## config.mk

```make
export PLATFORM = sky130hd
export DESIGN_NAME = mca_top
export DESIGN_NICKNAME = d
export VERILOG_FILES = /design/src/mca_pkg.sv /design/src/mca_lfsr.sv /design/src/mca_top.sv
export SDC_FILE = /design/constraint.sdc
export NUM_CORES = 1
export LEC_CHECK = 0
export BUFFER_PORTS_ARGS = -buffer_cell sky130_fd_sc_hd__clkbuf_2
export CORE_ASPECT_RATIO = 1.25
export CORE_UTILIZATION = 60
export CTS_CLUSTER_SIZE = 14
export DETAILED_ROUTE_END_ITERATION = 10
export PLACE_DENSITY = 0.79
export SKIP_LAST_GASP = 1
export SYNTH_ARGS = -nofsm -noshare
export SYNTH_HDL_FRONTEND = slang
export SYNTH_SLANG_ARGS = --single-unit
```

## constraint.sdc

```tcl
create_clock -name clk_sys -period 14.6 [get_ports clk_sys]
set_input_delay 1.46 -clock clk_sys [delete_from_list [all_inputs] [get_ports clk_sys]]
set_output_delay 1.46 -clock clk_sys [all_outputs]
set_load 0.02 [all_outputs]
```

## src/mca_pkg.sv

```systemverilog
package mca_pkg;

  // ****************************************
  // field layout of the control byte and entry word, plus draw constants
  // ****************************************
  localparam int CTRL_CH_HI = 7;
  localparam int CTRL_CH_LO = 5;
  localparam int CTRL_RESULT_BIT = 4;
  localparam int CTRL_GRANT_BIT = 3;
  localparam int REF_BITS = 13;
  localparam int ENTRY_STACK_BIT = 15;
  localparam int SPREAD_BITS = 14;
  localparam int LFSR_BITS = 16;
  localparam logic [LFSR_BITS-1:0] LFSR_SEED = 16'hACE1;
  localparam logic [LFSR_BITS-1:0] LFSR_TAPS = 16'hB400;

  // ****************************************
  // feedback codes
  // ****************************************
  localparam logic [7:0] CODE_IDLE = 8'hFF;
  localparam logic [7:0] CODE_SUCCESS = 8'hFE;
  localparam logic [7:0] CID_ENTRY = 8'h00;
  localparam logic [1:0] MINISLOTS_PER_GROUP = 2'h3;

  // ****************************************
  // timing
  // ****************************************
  localparam int CLK_MHZ = 100;
  localparam int GRANT_TIMEOUT_US = 100;
  localparam int GRANT_TIMEOUT_CYC = GRANT_TIMEOUT_US * CLK_MHZ;

  typedef enum logic [3:0] {
    ST_IDLE = 4'h0,
    ST_REF_HI = 4'h1,
    ST_REF_LO = 4'h2,
    ST_FB_CNT = 4'h3,
    ST_FB_OFS = 4'h4,
    ST_FB_CODE = 4'h5,
    ST_EN_HI = 4'h6,
    ST_EN_LO = 4'h7,
    ST_AL_CNT = 4'h8,
    ST_AL_OFS = 4'h9,
    ST_AL_CN = 4'hA
  } mca_state_t;

  typedef struct packed {
    logic start;
    logic valid;
    logic [7:0] data;
  } mca_byte_t;

  typedef struct packed {
    logic valid;
    logic [REF_BITS-1:0] slot;
    logic [1:0] minislot;
  } mca_tx_t;

  typedef struct packed {
    logic valid;
    logic [15:0] tag;
    logic [7:0] remaining;
  } mca_status_t;

endpackage

```

## src/mca_lfsr.sv

```systemverilog
`timescale 1ns/1ps
module mca_lfsr #(
  parameter int W = 16,
  parameter logic [W-1:0] SEED = '1,
  parameter logic [W-1:0] TAPS = '1
) (
  // clock and reset
  input wire logic clk_sys,
  input wire logic rst_b,
  // state
  output logic [W-1:0] value
);

  logic [W-1:0] lfsr_d;
  logic [W-1:0] lfsr_q;

  // galois form, free running so draws depend on arrival time too
  always_comb begin
    lfsr_d = lfsr_q[0] ? ((lfsr_q >> 1) ^ TAPS) : (lfsr_q >> 1);
  end

  always_ff @(posedge clk_sys or negedge rst_b) begin
    if (!rst_b) begin
      lfsr_q <= SEED;
    end else begin
      lfsr_q <= lfsr_d;
    end
  end

  assign value = lfsr_q;

endmodule

```

## src/mca_top.sv

```systemverilog
`timescale 1ns/1ps
module mca_top #(
  parameter int GRANT_TIMEOUT_CYCLES = mca_pkg::GRANT_TIMEOUT_CYC
) (
  // clock and reset
  input wire logic clk_sys,
  input wire logic rst_b,
  // downstream minislot control byte stream
  input wire mca_pkg::mca_byte_t ds_byte,
  // configuration
  input wire logic [2:0] my_channel,
  input wire logic [7:0] own_cid,
  // request side
  input wire logic req_new,
  input wire logic grant_pending,
  input wire logic grant_seen,
  input wire logic [15:0] connection_tag,
  input wire logic [7:0] remaining_slots,
  // outputs
  output mca_pkg::mca_tx_t tx_req,
  output logic contending,
  output logic contend_done,
  output logic collision_seen,
  output logic [7:0] collision_cid,
  output mca_pkg::mca_status_t status_req
);

  // ****************************************
  // parser state
  // ****************************************
  mca_pkg::mca_state_t state_q, state_d;
  logic mine_q, mine_d;
  logic res_en_q, res_en_d;
  logic grant_en_q, grant_en_d;
  logic [mca_pkg::REF_BITS-1:0] ref_q, ref_d;
  logic [7:0] cnt_q, cnt_d;
  logic [mca_pkg::REF_BITS-1:0] grp_slot_q, grp_slot_d;
  logic [1:0] ms_idx_q, ms_idx_d;
  logic stack_q, stack_d;
  logic [mca_pkg::SPREAD_BITS-1:0] spread_hi_q, spread_hi_d;

  // ****************************************
  // contention state
  // ****************************************
  logic pending_q, pending_d;
  logic entered_q, entered_d;
  logic used_q, used_d;
  logic [mca_pkg::REF_BITS-1:0] used_slot_q, used_slot_d;
  logic [1:0] used_ms_q, used_ms_d;
  logic [mca_pkg::SPREAD_BITS-1:0] draw_q, draw_d;
  logic [14:0] zero_idx_q, zero_idx_d;
  mca_pkg::mca_tx_t tx_q, tx_d;
  logic done_q, done_d;
  logic col_q, col_d;
  logic [7:0] col_cid_q, col_cid_d;

  // ****************************************
  // status request state
  // ****************************************
  logic [31:0] tmo_q, tmo_d;
  mca_pkg::mca_status_t stat_q, stat_d;

  logic [mca_pkg::LFSR_BITS-1:0] rnd;
  logic [28:0] scaled;
  logic [1:0] rnd_ms;
  logic [mca_pkg::REF_BITS-1:0] ofs_slot;
  logic [14:0] draw_rel;

  mca_lfsr #(
    .W(mca_pkg::LFSR_BITS),
    .SEED(mca_pkg::LFSR_SEED),
    .TAPS(mca_pkg::LFSR_TAPS)
  ) u_lfsr (
    .clk_sys(clk_sys),
    .rst_b(rst_b),
    .value(rnd)
  );

  assign scaled = 29'(rnd[mca_pkg::SPREAD_BITS-1:0]) * 29'({spread_hi_q[13:8], ds_byte.data})
                  + 29'(rnd[mca_pkg::SPREAD_BITS-1:0]);
  assign rnd_ms = (rnd[15:14] == 2'h3) ? 2'h0 : rnd[15:14];
  // offset added to the 13-bit reference
  assign ofs_slot = ref_q + mca_pkg::REF_BITS'(ds_byte.data);
  assign draw_rel = 15'(draw_q) - zero_idx_q;

  always_comb begin
    state_d = state_q;
    mine_d = mine_q;
    res_en_d = res_en_q;
    grant_en_d = grant_en_q;
    ref_d = ref_q;
    cnt_d = cnt_q;
    grp_slot_d = grp_slot_q;
    ms_idx_d = ms_idx_q;
    stack_d = stack_q;
    spread_hi_d = spread_hi_q;
    pending_d = pending_q | req_new;
    entered_d = entered_q;
    used_d = used_q;
    used_slot_d = used_slot_q;
    used_ms_d = used_ms_q;
    draw_d = draw_q;
    zero_idx_d = zero_idx_q;
    tx_d = '0;
    done_d = 1'b0;
    col_d = 1'b0;
    col_cid_d = col_cid_q;
    if (ds_byte.valid && ds_byte.start) begin
      // only our upstream channel is acted on
      mine_d = (ds_byte.data[mca_pkg::CTRL_CH_HI:mca_pkg::CTRL_CH_LO] == my_channel);
      res_en_d = ds_byte.data[mca_pkg::CTRL_RESULT_BIT];
      grant_en_d = ds_byte.data[mca_pkg::CTRL_GRANT_BIT];
      if (ds_byte.data[mca_pkg::CTRL_RESULT_BIT] || ds_byte.data[mca_pkg::CTRL_GRANT_BIT]) begin
        state_d = mca_pkg::ST_REF_HI;
      end else begin
        state_d = mca_pkg::ST_IDLE;
      end
    end else if (ds_byte.valid) begin
      unique case (state_q)
        mca_pkg::ST_IDLE: begin
        end
        mca_pkg::ST_REF_HI: begin
          // three top bits of reference dropped
          ref_d[12:8] = ds_byte.data[4:0];
          state_d = mca_pkg::ST_REF_LO;
        end
        mca_pkg::ST_REF_LO: begin
          ref_d[7:0] = ds_byte.data;
          state_d = res_en_q ? mca_pkg::ST_FB_CNT : mca_pkg::ST_EN_HI;
        end
        mca_pkg::ST_FB_CNT: begin
          cnt_d = ds_byte.data;
          if (ds_byte.data != 8'h00) begin
            state_d = mca_pkg::ST_FB_OFS;
          end else begin
            state_d = grant_en_q ? mca_pkg::ST_EN_HI : mca_pkg::ST_IDLE;
          end
        end
        mca_pkg::ST_FB_OFS: begin
          grp_slot_d = ofs_slot;
          ms_idx_d = 2'h0;
          state_d = mca_pkg::ST_FB_CODE;
        end
        mca_pkg::ST_FB_CODE: begin
          ms_idx_d = ms_idx_q + 2'h1;
          if (mine_q && used_q && grp_slot_q == used_slot_q && ms_idx_q == used_ms_q) begin
            if (ds_byte.data == mca_pkg::CODE_SUCCESS) begin
              used_d = 1'b0;
              pending_d = req_new;
              entered_d = 1'b0;
              done_d = 1'b1;
            end else if (ds_byte.data != mca_pkg::CODE_IDLE) begin
              used_d = 1'b0;
              col_d = 1'b1;
              col_cid_d = ds_byte.data;
            end else begin
              used_d = 1'b0;
            end
          end
          if (ms_idx_q == mca_pkg::MINISLOTS_PER_GROUP - 2'h1) begin
            cnt_d = cnt_q - 8'h01;
            if (cnt_q == 8'h01) begin
              state_d = grant_en_q ? mca_pkg::ST_EN_HI : mca_pkg::ST_IDLE;
            end else begin
              state_d = mca_pkg::ST_FB_OFS;
            end
          end
        end
        mca_pkg::ST_EN_HI: begin
          stack_d = ds_byte.data[mca_pkg::ENTRY_STACK_BIT-8];
          spread_hi_d = {ds_byte.data[5:0], 8'h00};
          state_d = mca_pkg::ST_EN_LO;
        end
        mca_pkg::ST_EN_LO: begin
          // fresh draw each set of entry minislots
          draw_d = scaled[27:14];
          spread_hi_d = {spread_hi_q[13:8], ds_byte.data};
          zero_idx_d = 15'h0000;
          state_d = mca_pkg::ST_AL_CNT;
        end
        mca_pkg::ST_AL_CNT: begin
          cnt_d = ds_byte.data;
          state_d = (ds_byte.data != 8'h00) ? mca_pkg::ST_AL_OFS : mca_pkg::ST_IDLE;
        end
        mca_pkg::ST_AL_OFS: begin
          grp_slot_d = ofs_slot;
          state_d = mca_pkg::ST_AL_CN;
        end
        mca_pkg::ST_AL_CN: begin
          if (mine_q && pending_q && !used_q) begin
            if (entered_q) begin
              // tree phase: only our own collision id
              if (ds_byte.data == own_cid) begin
                tx_d = '{valid: 1'b1, slot: grp_slot_q, minislot: rnd_ms};
              end
            end else if (stack_q || ds_byte.data == mca_pkg::CID_ENTRY) begin
              // entry groups; draw picks the minislot
              if (draw_q >= zero_idx_q[13:0] && draw_rel < 15'h0003 && !zero_idx_q[14]) begin
                tx_d = '{valid: 1'b1, slot: grp_slot_q, minislot: draw_rel[1:0]};
                entered_d = 1'b1;
              end
              zero_idx_d = zero_idx_q + 15'h0003;
            end
          end
          if (tx_d.valid) begin
            used_d = 1'b1;
            used_slot_d = tx_d.slot;
            used_ms_d = tx_d.minislot;
          end
          cnt_d = cnt_q - 8'h01;
          state_d = (cnt_q == 8'h01) ? mca_pkg::ST_IDLE : mca_pkg::ST_AL_OFS;
        end
        default: begin
          state_d = mca_pkg::ST_IDLE;
        end
      endcase
    end
  end

  // status request after grant time-out; tag then count
  always_comb begin
    tmo_d = tmo_q;
    stat_d = '0;
    if (!grant_pending || grant_seen) begin
      tmo_d = 32'h0000_0000;
    end else if (tmo_q == 32'(GRANT_TIMEOUT_CYCLES - 1)) begin
      tmo_d = 32'h0000_0000;
      stat_d = '{valid: 1'b1, tag: connection_tag, remaining: remaining_slots};
    end else begin
      tmo_d = tmo_q + 32'h0000_0001;
    end
  end

  always_ff @(posedge clk_sys or negedge rst_b) begin
    if (!rst_b) begin
      state_q <= mca_pkg::ST_IDLE;
      mine_q <= 1'b0;
      res_en_q <= 1'b0;
      grant_en_q <= 1'b0;
      ref_q <= '0;
      cnt_q <= 8'h00;
      grp_slot_q <= '0;
      ms_idx_q <= 2'h0;
      stack_q <= 1'b0;
      spread_hi_q <= '0;
      pending_q <= 1'b0;
      entered_q <= 1'b0;
      used_q <= 1'b0;
      used_slot_q <= '0;
      used_ms_q <= 2'h0;
      draw_q <= '0;
      zero_idx_q <= 15'h0000;
      tx_q <= '0;
      done_q <= 1'b0;
      col_q <= 1'b0;
      col_cid_q <= 8'h00;
      tmo_q <= 32'h0000_0000;
      stat_q <= '0;
    end else begin
      state_q <= state_d;
      mine_q <= mine_d;
      res_en_q <= res_en_d;
      grant_en_q <= grant_en_d;
      ref_q <= ref_d;
      cnt_q <= cnt_d;
      grp_slot_q <= grp_slot_d;
      ms_idx_q <= ms_idx_d;
      stack_q <= stack_d;
      spread_hi_q <= spread_hi_d;
      pending_q <= pending_d;
      entered_q <= entered_d;
      used_q <= used_d;
      used_slot_q <= used_slot_d;
      used_ms_q <= used_ms_d;
      draw_q <= draw_d;
      zero_idx_q <= zero_idx_d;
      tx_q <= tx_d;
      done_q <= done_d;
      col_q <= col_d;
      col_cid_q <= col_cid_d;
      tmo_q <= tmo_d;
      stat_q <= stat_d;
    end
  end

  assign tx_req = tx_q;
  assign contending = entered_q;
  assign contend_done = done_q;
  assign collision_seen = col_q;
  assign collision_cid = col_cid_q;
  assign status_req = stat_q;

endmodule

```

# After elaboration in Yosys (flattened, before gate mapping)
# Cells that the tools add are included.
[totals]
input_bits = 50
wordCells = 173
register_bits = 196
[classes]
n_mux = 62
order_cmp = 2
addsub = 7
eq_ne = 29
reduce_logical = 38
multipliers = 1
n_bitwise = 5
[op_table]
columns = ["operator", "n"]
rows = [
  ["16-bit 2-to-1 mux", 12],
  ["32-bit 2-to-1 mux", 2],
  ["25-bit 2-to-1 mux", 2],
  ["15-bit 2-to-1 mux", 3],
  ["4-bit one-hot mux with 11 select lines", 1],
  ["32-bit by 1-bit adder with 32-bit output (second input constant)", 1],
  ["32-bit by 14-bit == test with 1-bit output (second input constant)", 1],
  ["15-bit one-hot mux with 2 select lines", 1],
  ["28-bit by 14-bit adder with 28-bit output", 1],
  ["14-bit by 14-bit multiplier with 28-bit output", 1],
  ["14-bit one-hot mux with 2 select lines", 1],
  ["1-bit 2-to-1 mux", 25],
  ["8-bit one-hot mux with 3 select lines", 1],
  ["3-bit AND reduction", 7],
  ["4-bit 2-to-1 mux", 5],
  ["6-bit AND reduction", 3],
  ["4-bit by 3-bit == test with 1-bit output (second input constant)", 4],
  ["2-bit != test (second input constant)", 8],
  ["15-bit by 2-bit adder with 15-bit output (second input constant)", 1],
  ["15-bit by 2-bit less-than comparator with 1-bit output (second input constant)", 1],
  ["14-bit by 15-bit subtractor with 15-bit output", 1],
  ["14-bit >= comparator", 1],
  ["13-bit by 8-bit adder with 13-bit output", 1],
  ["13-bit == test", 1],
  ["other kinds (32)", 59],
]

# Logic depth before layout (Yosys ltp)
# Gate-level depths: netlist (run 1).
[depth]
depth_word = 14
depth_mapped = 25
depth_no_buf = 23

# By module
# From an unflattened synthesis (run 1), not the netlist that was laid out.
[hier_totals]
cells_unflattened = 1654
hier_area_um2 = 15965.3
[by_module_without_submodules]
columns = ["mod", "area_each_um2", "instances", "cells_per_inst", "seq_area_each_um2"]
rows = [
  ["mca_top", 15431.0, 1, 1622, 4504.3],
  ["mca_lfsr", 534.3, 1, 32, 410.4],
]

# Worst setup path before layout (run 1)
# OpenSTA, ideal clock, no wires.
[synth_path]
path_type = "in2reg"
startpoint = "input ds_byte[7] (netlist bit)"
endpoint = "register draw_q[12] (netlist bit)"
cell_stages = 22
slack_ns = 7.491
path_buffers = 2
arrival_time_ns = 7.027
required_time_ns = 14.517
cell_sequence = "clkbuf_1 -> clkbuf_1 -> nand2_1 -> fa_1 -> fa_1 -> inv_1 -> fa_1 -> fa_1 -> fa_1 -> inv_1 -> fa_1 -> inv_1 -> ha_1 -> and4_1 -> and3_1 -> nand2_1 -> o2111ai_1 -> nand2_1 -> o2111ai_1 -> a21oi_1 -> xor2_1 -> o21ai_0"
[synth_via]
elab_chain_cells = 2
[synth_lines]
columns = ["item", "line", "source"]
rows = [
  ["from (decl)", "mca_top.sv:9", "input wire mca_pkg::mca_byte_t ds_byte,"],
  ["14-bit by 14-bit multiplier with 28-bit output", "mca_top.sv:79", "assign scaled = 29'(rnd[mca_pkg::SPREAD_BITS-1:0]) * 29'({spread_hi_q[13:8], ds_byte.data})"],
  ["28-bit by 14-bit adder with 28-bit output", "mca_top.sv:80", "+ 29'(rnd[mca_pkg::SPREAD_BITS-1:0]);"],
  ["to (signal assigned)", "mca_top.sv:275", "draw_q <= draw_d;"],
  ["to (decl)", "mca_top.sv:50", "logic [mca_pkg::SPREAD_BITS-1:0] draw_q, draw_d;"],
]
# No other way between the ends.
# A chain may end at the register's enable or synchronous reset.

# Worst setup path in the final report (run 1)
[layout_path]
startpoint = "input ds_byte[3] (netlist bit)"
endpoint = "register draw_q[13] (netlist bit)"
# The elaborated chain is that of the path after synthesis.

==> impl_metrics.py, run 1 <==
metrics = {
    "yosys": {
        "synth_top_area_share_pct": 29.4,
        "yosysWarnings": 0,
        "synthArstFlopShare_pct": 100,
        "ys_types": 69,
        "synth_area_leaders": "dfrtp_1, fa_1, ha_1",
        "synthCells": 1645,
        "ys.flop_type": "dfrtp_1",
        "synth_edf_count": 0,
        "yosys_register_bits": 196,
        "syn_area_per_cell_um2": 9.71,
        "yosys.area.top_type": "dfrtp_1",
        "syn_area_um2": 16000,
        "syn_nets": 1967,
        "synth-seq-area-share_pct": 30.8,
    },
    "finish": {
        "area_delta_synth_final_pct": 8.53,
        "layout-drive-gt1-share_pct": 11.5,
        "regArea_um2": 4910,
        "layout_commonest_cell": "inv_1",
        "fin_area_um2": 17300,
        "layout_common_cells": "inv_1, dfrtp_1, nand2_1",
        "nFillCells": 1980,
        "postLayoutCoreUtil_pct": 66.5,
        "stdcell_count": 2063,
        "multi_input_area_um2": 9970,
        "layout.nets": 2032,
        "antenna_cells": 0,
    },
    "clock_network": {
        "insertion_delay_ps": 450,
        "cts.root.buffer_cell": "clkbuf_16",
        "cts_resized": 0,
        "numClockSinks": 196,
        "postCtsSetupRepairBufs": 0,
        "htreeDepth": 4,
        "ctsLongestPathBuffers": 2,
        "clk_pin_slew_ps": 80,
        "cts_buffers": 17,
        "cts_hold_buf": 0,
        "cts_tree": "built",
    },
    "timing": {
        "drv_slew": 0,
        "period_share_pct": 50.2,
        "finalHoldViolCount": 0,
        "rsz0062_at_grt": "no",
        "relSlewSlack_pct": 19.0,
        "finClkSkew_ps": 8.91,
        "fin_setup_tns_ps": 0,
        "fmax_mhz": 136,
        "period_minus_slack_ps": 7330,
        "worst_pin_slew_ps": 1210,
        "setup_viol": 0,
    },
    "floorplanning": {
        "initial_core_util_pct": 61.2,
        "io_pins": 102,
        "core-area_um2": 26100,
        "fp.dieW_um": 148,
        "die_h_um": 184,
        "num_rows": 66,
        "die_area_um2": 27300,
    },
    "detailed_routing": {
        "wire_per_inst_um": 17.6,
        "ant_nets": 0,
        "drt_iter0_drc": 524,
        "drc": 0,
        "viasPerCell": 5.61,
        "routed_wl_um": 36200,
        "vias": 11600,
        "dr.pass1.iters": 5,
    },
    "grt": {
        "grt_usage_pct": 28.1,
        "grt_overflow": 0,
        "grt_max_degree": 121,
        "grt_pass1_vias": 12000,
        "antenna_found_initial": 0,
        "grt_pass1_wl_um": 59700,
    },
    "min_path": {
        "worstHoldEndpoint": "u_lfsr.value[14]$_DFF_PN0_",
        "worstHoldPathCells": 0,
        "hp-class": "flop to flop",
        "hp-start": "u_lfsr.value[15]$_DFF_PN1_",
    },
    "worst_setup_path": {
        "worst-setup-path-type": "input pin to flop",
        "cp-startpoint": "ds_byte[3]",
        "critPathArrivalTime_ps": 7610,
        "start_kind": "input pin",
        "required_ps": 14880,
        "crit_path_max_fanout": 25,
        "ff2ff_setup_slack_ps": 8060,
        "r2r-end": "draw_q[13]$_DFFE_PN0P_",
        "rr_startpoint": "u_lfsr.value[0]$_DFF_PN1_",
        "end_kind": "flop",
        "reg2regPathDepth": 20,
    },
    "place": {
        "dpl.cell_count": 2031,
        "place_congestion": 0.916,
        "dp_hpwl_um": 26500,
        "port_buffers": 101,
        "dpl_cell_area_um2": 16700,
    },
    "job": {
        "cap_violations": 0,
    },
    "power": {
        "p_per_area_nw_per_um2": 90.6,
        "vdd_drop_max_v": 0.0000717,
        "p_leak_nw": 8.87,
    },
    "run_status": {
        "status": "completed",
    },
}
## Yosys cell counts, types with 3 or more instances
cell type	count
nor3_1	22
nand2b_1	15
a22oi_1	5
or3_1	9
dfrtp_1	188
xor2_1	40
a31oi_1	6
a32oi_1	3
nand2_1	174
nor2b_1	14
nand3_1	38
a21boi_0	5
and3_1	11
nor3b_1	18
mux2_4	7
a21oi_1	35
a21o_1	10
o211ai_1	4
o31ai_1	11
fa_1	156
o21ai_0	70
inv_1	229
dfstp_2	8
clkbuf_1	55
nand3b_1	4
nand4_1	14
buf_1	3
mux2_2	34
and2_1	137
xnor2_1	58
nor4_1	9
nor2_1	85
ha_1	116
## kinds of logic (layout without fill, tap and decap cells)
| logic type | after synthesis | count (layout) | synth area share (%) |
|---|---|---|---|
| muxes | 43 | 43 | 3.18 |
| xor gates and xnor gates | 98 | 98 | 5.37 |
| and+or+nand+nor | 565 | 565 | 18.0 |
| AOI/OAI and AO/OA | 181 | 181 | 7.15 |
| DFF | 196 | 196 | 30.8 |
| adders and majority gates | 272 | 272 | 28.6 |
| buffers and inverters | 290 | 368 | 6.88 |
## sequential cells by signal, indices dropped and copies added, names as in the netlist, 2 cells and up
signal and cells:
used_slot_q 13, ms_idx_q 2, draw_q 14, tmo_q 32, used_ms_q 2, spread_hi_q 6, ref_q 13, u_lfsr.value 16
collision_cid 8, status_req 25, zero_idx_q 15, tx_req 16, grp_slot_q 13, state_q 4, cnt_q 8
## critical path: stages
cell and delay, ps:
clkbuf_2 400, and2_1 350, fa_1 510, inv_1 60, fa_1 540, inv_1 50
fa_1 510, fa_1 440, fa_1 560, inv_1 60, fa_1 540, inv_1 40
ha_1 320, a211oi_1 270, a32oi_1 230, nand3_1 150, o2111ai_1 170, nand2_1 140
o2111ai_1 190, o31ai_1 310, xnor2_1 150, o21ai_0 100
## final cells by class
cell class              instances  share of cell area, %
inverters                     229                   4.96
flip-flops and latches        196                   28.3
well taps                     340                   2.45
multi-input cells            1159                   57.5
repair buffers                107                   3.23
clock buffers                  17                   2.45
clock inverters                15                   1.08
## through the flow
stage               setup WS, ps  total power, mW  hold WS [ps]
floorplan                   7490            0.960           353
global placement            6990             1.06           399
detailed placement          6880             1.08           402
CTS                         7260             1.57           412
global route                6930             1.65           421
finish                      7270             1.57           412
## metal layers
layer  GRT usage, %  up-vias  part of all wire [%]
li1               -     5429                     -
met1           33.9     5813                    41
met2           51.0      271                    53
met3           2.92       67                   3.4
met4           11.7        0                   3.1
met5              0        -                     0
## power breakdown
part	internal [mW]	leakage, nW	total [mW]	switching, mW
Sequential	0.608	2.60	0.709	0.100
Combinational	0.158	5.97	0.372	0.213
Clock	0.247	0.300	0.490	0.242
## worst max path at each step
stage	endpoint	cells after the start
2_1_floorplan	draw_q[12]$_DFFE_PN0P_	22
3_3_place_gp	draw_q[13]$_DFFE_PN0P_	22
3_5_place_dp	draw_q[12]$_DFFE_PN0P_	22
4_1_cts	draw_q[13]$_DFFE_PN0P_	22
5_1_grt	draw_q[13]$_DFFE_PN0P_	22
6_report	draw_q[13]$_DFFE_PN0P_	22
No activity file was read; power rests on OpenSTA's default activity.
==> run 2, diff against run 1 <==
--- a/config.mk
+++ b/config.mk
@@ -7,7 +7,7 @@
 export LEC_CHECK = 0
 export BUFFER_PORTS_ARGS = -buffer_cell sky130_fd_sc_hd__clkbuf_2
 export CORE_ASPECT_RATIO = 1.25
-export CORE_UTILIZATION = 60
+export CORE_UTILIZATION = 57
 export CTS_CLUSTER_SIZE = 14
 export DETAILED_ROUTE_END_ITERATION = 10
 export PLACE_DENSITY = 0.79
==> constraint.sdc (replaced) <==
create_clock -name clk_sys -period 6.13 [get_ports clk_sys]
set_input_delay 0.613 -clock clk_sys [delete_from_list [all_inputs] [get_ports clk_sys]]
set_output_delay 0.613 -clock clk_sys [all_outputs]
set_load 0.02 [all_outputs]
==> impl_metrics.py, run 2 (synthesis gave the netlist of run 1 again) <==
metrics = {
    "run_status": {
        "status": "completed",
    },
    "detailed_routing": {
        "dr.pass1.iters": 7,
        "wire_per_inst_um": 17.3,
        "drt_iter0_drc": 565,
        "top_layer": "met4",
        "wl_met2_um": 19300,
        "drc": 0,
        "routed_wl_um": 37500,
        "vias": 12100,
        "met3_length_um": 1910,
        "viasPerCell": 5.61,
        "met1_length_um": 14800,
        "ant_nets": 0,
    },
    "timing": {
        "drv_slew": 0,
        "finClkSkew_ps": 19.0,
        "worst_pin_slew_ps": 1170,
        "setup_viol": 0,
        "period_minus_slack_ps": 5960,
        "finalHoldViolCount": 0,
        "fmax_mhz": 168,
        "period_share_pct": 97.3,
        "hold_ws_ps": 323,
        "relSlewSlack_pct": 21.9,
    },
    "grt": {
        "antenna_found_initial": 0,
        "grt_overflow": 0,
        "grt_max_degree": 140,
        "grt_pass1_vias": 12600,
        "grt_pass1_wl_um": 61300,
        "grt_usage_pct": 27.6,
    },
    "floorplanning": {
        "fp.dieW_um": 152,
        "io_pins": 102,
        "initial_core_util_pct": 58.0,
        "num_rows": 68,
        "die_h_um": 189,
        "die_area_um2": 28700,
        "core-area_um2": 27600,
    },
    "worst_setup_path": {
        "start_kind": "flop",
        "worst-setup-path-type": "flop to flop",
        "crit_family": "adder cells",
        "crit_slowest_cell": "fa_1",
        "required_ps": 6460,
        "max_stage_delay_ps": 560,
        "cp_num_buf_inv": 5,
        "reg2regPathDepth": 22,
        "crit_cells": 22,
        "critPathArrivalTime_ps": 6290,
        "rr_startpoint": "u_lfsr.value[8]$_DFF_PN0_",
        "end_kind": "flop",
        "cp-startpoint": "u_lfsr.value[8]$_DFF_PN0_",
        "crit_path_max_fanout": 5,
        "crit_path_frequent_cell": "fa_1",
        "cp_cell_sequence": "buf_4, and2_1, fa_1, inv_1, fa_1, inv_1, fa_1, fa_1, fa_1, inv_2, fa_1, inv_1, ha_4, a211oi_4, a32oi_4, nand2_2, o2111ai_4, nand2_2, o2111ai_4, o31ai_2, xnor2_1, o21ai_0",
    },
    "place": {
        "port_buffers": 101,
        "dpl.cell_count": 2119,
        "dpl_cell_area_um2": 17300,
        "dp_hpwl_um": 28800,
        "place_congestion": 0.960,
    },
    "finish": {
        "layout-drive-gt1-share_pct": 17.7,
        "largest_reg_flops": 32,
        "stdcell_count": 2162,
        "regArea_um2": 4920,
        "layout.nets": 2121,
        "layout_commonest_cell": "inv_1",
        "antenna_cells": 0,
        "regMostFlops": "tmo_q",
        "area_delta_synth_final_pct": 14.0,
        "nFillCells": 2146,
        "fin_area_um2": 18200,
        "layout_common_cells": "inv_1, dfrtp_1, nand2_1",
        "multi_input_area_um2": 10100,
    },
    "power": {
        "vdd_drop_max_v": 0.000178,
        "power_mw": 3.76,
        "p_per_area_nw_per_um2": 206,
        "p_leak_nw": 9.31,
    },
    "clock_network": {
        "cts.root.buffer_cell": "clkbuf_16",
        "clk_pin_slew_ps": 90,
        "cts_hold_buf": 0,
        "htreeDepth": 4,
        "cts_buffers": 17,
        "insertion_delay_ps": 460,
        "cts_tree": "built",
        "numClockSinks": 196,
        "ctsLongestPathBuffers": 2,
    },
    "job": {
        "cap_violations": 0,
    },
    "min_path": {
        "hp-class": "input pin to async pin",
    },
}
[run 2: cell count changes in the layout (fill, tap and decap cells not counted), moves of 4 or more]
cell and change:
dfrtp_2 +6, nand2_1 -6, ha_4 +4, dfrtp_1 -6
nand2_2 +6, ha_1 -5, buf_4 +86, o21ai_1 +4
o21ai_0 -5
[run 2: worst paths after layout]
| path | endpoint | slack (ps) |
|---|---|---|
| setup / recovery | draw_q[13]$_DFFE_PN0P_ | 170 |
| hold / removal | used_slot_q[8]$_DFFE_PN0P_ | 320 |
| setup reg to reg | draw_q[13]$_DFFE_PN0P_ | 170 |
| hold reg to reg | u_lfsr.value[14]$_DFF_PN0_ | 430 |
| max in group asynchronous | u_lfsr.value[4]$_DFF_PN0_ | 4380 |
| min in group clk_sys | pending_q$_DFF_PN0_ | 340 |
[run 2: timing repair]
item / CTS / global route
setup buffers: 0 / 11
endpoints found under the setup margin: 3 / 8
pin swaps: 0 / 33
gates resized for setup: 2 / 41
gates cloned: 0 / 0
[run 2: power by group]
group / internal (mW) / switching (mW) / leakage [nW] / total, mW
registers: 1.45 / 0.211 / 2.59 / 1.66
logic: 0.403 / 0.532 / 6.43 / 0.935
clock network: 0.557 / 0.606 / 0.289 / 1.16
total: 2.41 / 1.35 / 9.31 / 3.76
[run 2: layer usage]
metal  global-route usage, %  up-vias
met3                    4.41       90
met1                    33.5     6114
met4                    11.4        0
met5                       0        -
met2                    48.2      310
li1                        -     5616
[run 2: area by class of cell]
class / count / area share, %
clock buffers: 18 / 2.36
inverters: 229 / 4.72
multi-input cells: 1159 / 55.7
flip-flops and latches: 196 / 27.0
well taps: 350 / 2.41
repair buffers: 196 / 6.80
clock inverters: 14 / 0.983
[run 2: metrics by stage]
step                TNS, ps  setup slack, ps  utilization, %
detailed placement    -1220             -344            62.9
global route           -116            -75.1            66.1
finish                    0              167            66.1
floorplan                 0             1.55               -
CTS                   -7.33            -7.33            65.2
global placement       -526             -197            62.9
==> run 3, diff against run 2 <==
--- a/config.mk
+++ b/config.mk
@@ -11,6 +11,7 @@
 export CTS_CLUSTER_SIZE = 14
 export DETAILED_ROUTE_END_ITERATION = 10
 export PLACE_DENSITY = 0.79
+export REMOVE_ABC_BUFFERS = 1
 export SKIP_LAST_GASP = 1
 export SYNTH_ARGS = -nofsm -noshare
 export SYNTH_HDL_FRONTEND = slang
==> impl_metrics.py, run 3 (synthesis gave the netlist of run 1 again) <==
metrics = {
    "run_status": {
        "status": "completed",
    },
    "grt": {
        "grt_pass1_wl_um": 57600,
        "grt_max_degree": 95,
        "grt_pass1_vias": 12300,
        "grt_usage_pct": 25.5,
        "grt_overflow": 0,
        "antenna_found_initial": 0,
    },
    "worst_setup_path": {
        "cp_cell_sequence": "buf_2, and2_1, fa_1, inv_1, fa_1, inv_1, fa_1, fa_1, fa_1, inv_1, fa_1, inv_1, ha_1, a211oi_2, a32oi_2, nand2_2, o2111ai_4, nand2_2, o2111ai_4, o31ai_2, xnor2_1, o21ai_0",
        "rr_startpoint": "u_lfsr.value[6]$_DFF_PN1_",
        "required_ps": 6430,
        "start_kind": "flop",
        "cp-startpoint": "u_lfsr.value[6]$_DFF_PN1_",
        "end_kind": "flop",
        "r2r-end": "draw_q[13]$_DFFE_PN0P_",
        "reg2regPathDepth": 22,
        "ff2ff_setup_slack_ps": 130,
        "max_stage_delay_ps": 540,
        "crit_path_frequent_cell": "fa_1",
        "critPathArrivalTime_ps": 6300,
        "cp_num_buf_inv": 5,
        "crit_family": "adder cells",
        "crit_slowest_cell": "fa_1",
        "crit_path_max_fanout": 6,
        "worst-setup-path-type": "flop to flop",
    },
    "timing": {
        "worst_pin_slew_ps": 1220,
        "hold_ws_ps": 213,
        "finClkSkew_ps": 15.5,
        "period_minus_slack_ps": 6000,
        "period_share_pct": 97.9,
        "rsz0062_at_grt": "yes",
        "fmax_mhz": 167,
        "finalHoldViolCount": 0,
        "setup_viol": 0,
        "drv_slew": 0,
        "relSlewSlack_pct": 18.1,
    },
    "detailed_routing": {
        "wire_per_inst_um": 16.3,
        "drt_iter0_drc": 610,
        "vias": 11800,
        "dr.pass1.iters": 5,
        "ant_nets": 0,
        "viasPerCell": 5.51,
        "drc": 0,
        "routed_wl_um": 35000,
    },
    "clock_network": {
        "cts_tree": "built",
        "insertion_delay_ps": 450,
        "cts.root.buffer_cell": "clkbuf_16",
        "cts_buffers": 17,
        "clk_pin_slew_ps": 80,
        "cts_hold_buf": 0,
        "numClockSinks": 196,
        "htreeDepth": 4,
        "ctsLongestPathBuffers": 2,
    },
    "finish": {
        "antenna_cells": 0,
        "multi_input_area_um2": 10100,
        "area_delta_synth_final_pct": 12.5,
        "layout-drive-gt1-share_pct": 16.1,
        "regArea_um2": 4920,
        "nFillCells": 2161,
        "largest_reg_flops": 32,
        "layout_common_cells": "inv_1, dfrtp_1, nand2_1",
        "regMostFlops": "tmo_q",
        "layout.nets": 2110,
        "layout_commonest_cell": "inv_1",
        "fin_area_um2": 18000,
        "postLayoutCoreUtil_pct": 65.2,
    },
    "min_path": {
        "hp-class": "input pin to async pin",
    },
    "floorplanning": {
        "die_area_um2": 28700,
        "io_pins": 102,
        "num_rows": 68,
        "fp.dieW_um": 152,
        "core-area_um2": 27600,
        "die_h_um": 189,
        "initial_core_util_pct": 58.0,
    },
    "place": {
        "place_congestion": 0.900,
        "dp_hpwl_um": 26900,
        "dpl_cell_area_um2": 17200,
        "port_buffers": 101,
    },
    "power": {
        "vdd_drop_max_v": 0.000165,
        "power_mw": 3.63,
        "p_per_area_nw_per_um2": 202,
        "p_leak_nw": 9.25,
    },
    "job": {
        "cap_violations": 0,
    },
}
[run 3: what timing repair did]
item                       CTS  global route
setup buffers                3             9
setup endpoints to repair    3             9
gates resized for setup      7            15
pin swaps                    4            13
[run 3: cell type report]
type | count | area share, %
Clock buffer | 18 | 2.44
Clock inverter | 13 | 0.648
Inverter | 229 | 4.78
Multi-Input combinational cell | 1159 | 56.0
Sequential cell | 196 | 27.4
Tap cell | 350 | 2.44
Timing Repair Buffer | 185 | 6.34
[run 3: how the worst max path moves through the flow]
| stage | end | slack, ps | depth (start not counted) |
|---|---|---|---|
| 6_report | draw_q[13]$_DFFE_PN0P_ | 130 | 22 |
| 5_1_grt | draw_q[13]$_DFFE_PN0P_ | -70 | 24 |
| 4_1_cts | draw_q[13]$_DFFE_PN0P_ | 10 | 21 |
| 3_5_place_dp | draw_q[13]$_DFFE_PN0P_ | -450 | 22 |
| 3_3_place_gp | draw_q[13]$_DFFE_PN0P_ | -280 | 22 |
| 2_1_floorplan | draw_q[13]$_DFFE_PN0P_ | 210 | 21 |
[run 3: worst register-to-register path, cell delays in order (launching register included)]
cell       delay, ps
dfstp_2          410
buf_2            170
and2_1           170
fa_1             540
inv_1             60
fa_1             530
inv_1             50
fa_1             470
fa_1             520
fa_1             540
inv_1             60
fa_1             530
inv_1             40
ha_1             210
a211oi_2         280
a32oi_2          190
nand2_2          140
o2111ai_4        170
nand2_2          150
o2111ai_4        130
o31ai_2          240
xnor2_1          160
o21ai_0           90
[run 3: per-stage QoR]
step | TNS (ps) | std cells | worst slack (ps)
2_1_floorplan | 0 | 1584 | 207
3_3_place_gp | -883 | 2107 | -283
3_5_place_dp | -1590 | 2107 | -447
4_1_cts | 0 | 2141 | 10.6
5_1_grt | -249 | 2150 | -70.1
6_report | 0 | 2150 | 130
[run 3: metal layers]
layer	up-vias	share of wire, %	track usage, %
met1	5948	40	30.3
li1	5571	-	-
met5	-	0	0
met4	0	3.5	10.7
met2	248	53	45.6
met3	81	2.9	3.59
[run 3: power breakdown]
group          internal, mW  switching [mW]
registers              1.45           0.200
logic                 0.397           0.512
clock network         0.543           0.533
total                  2.39            1.24
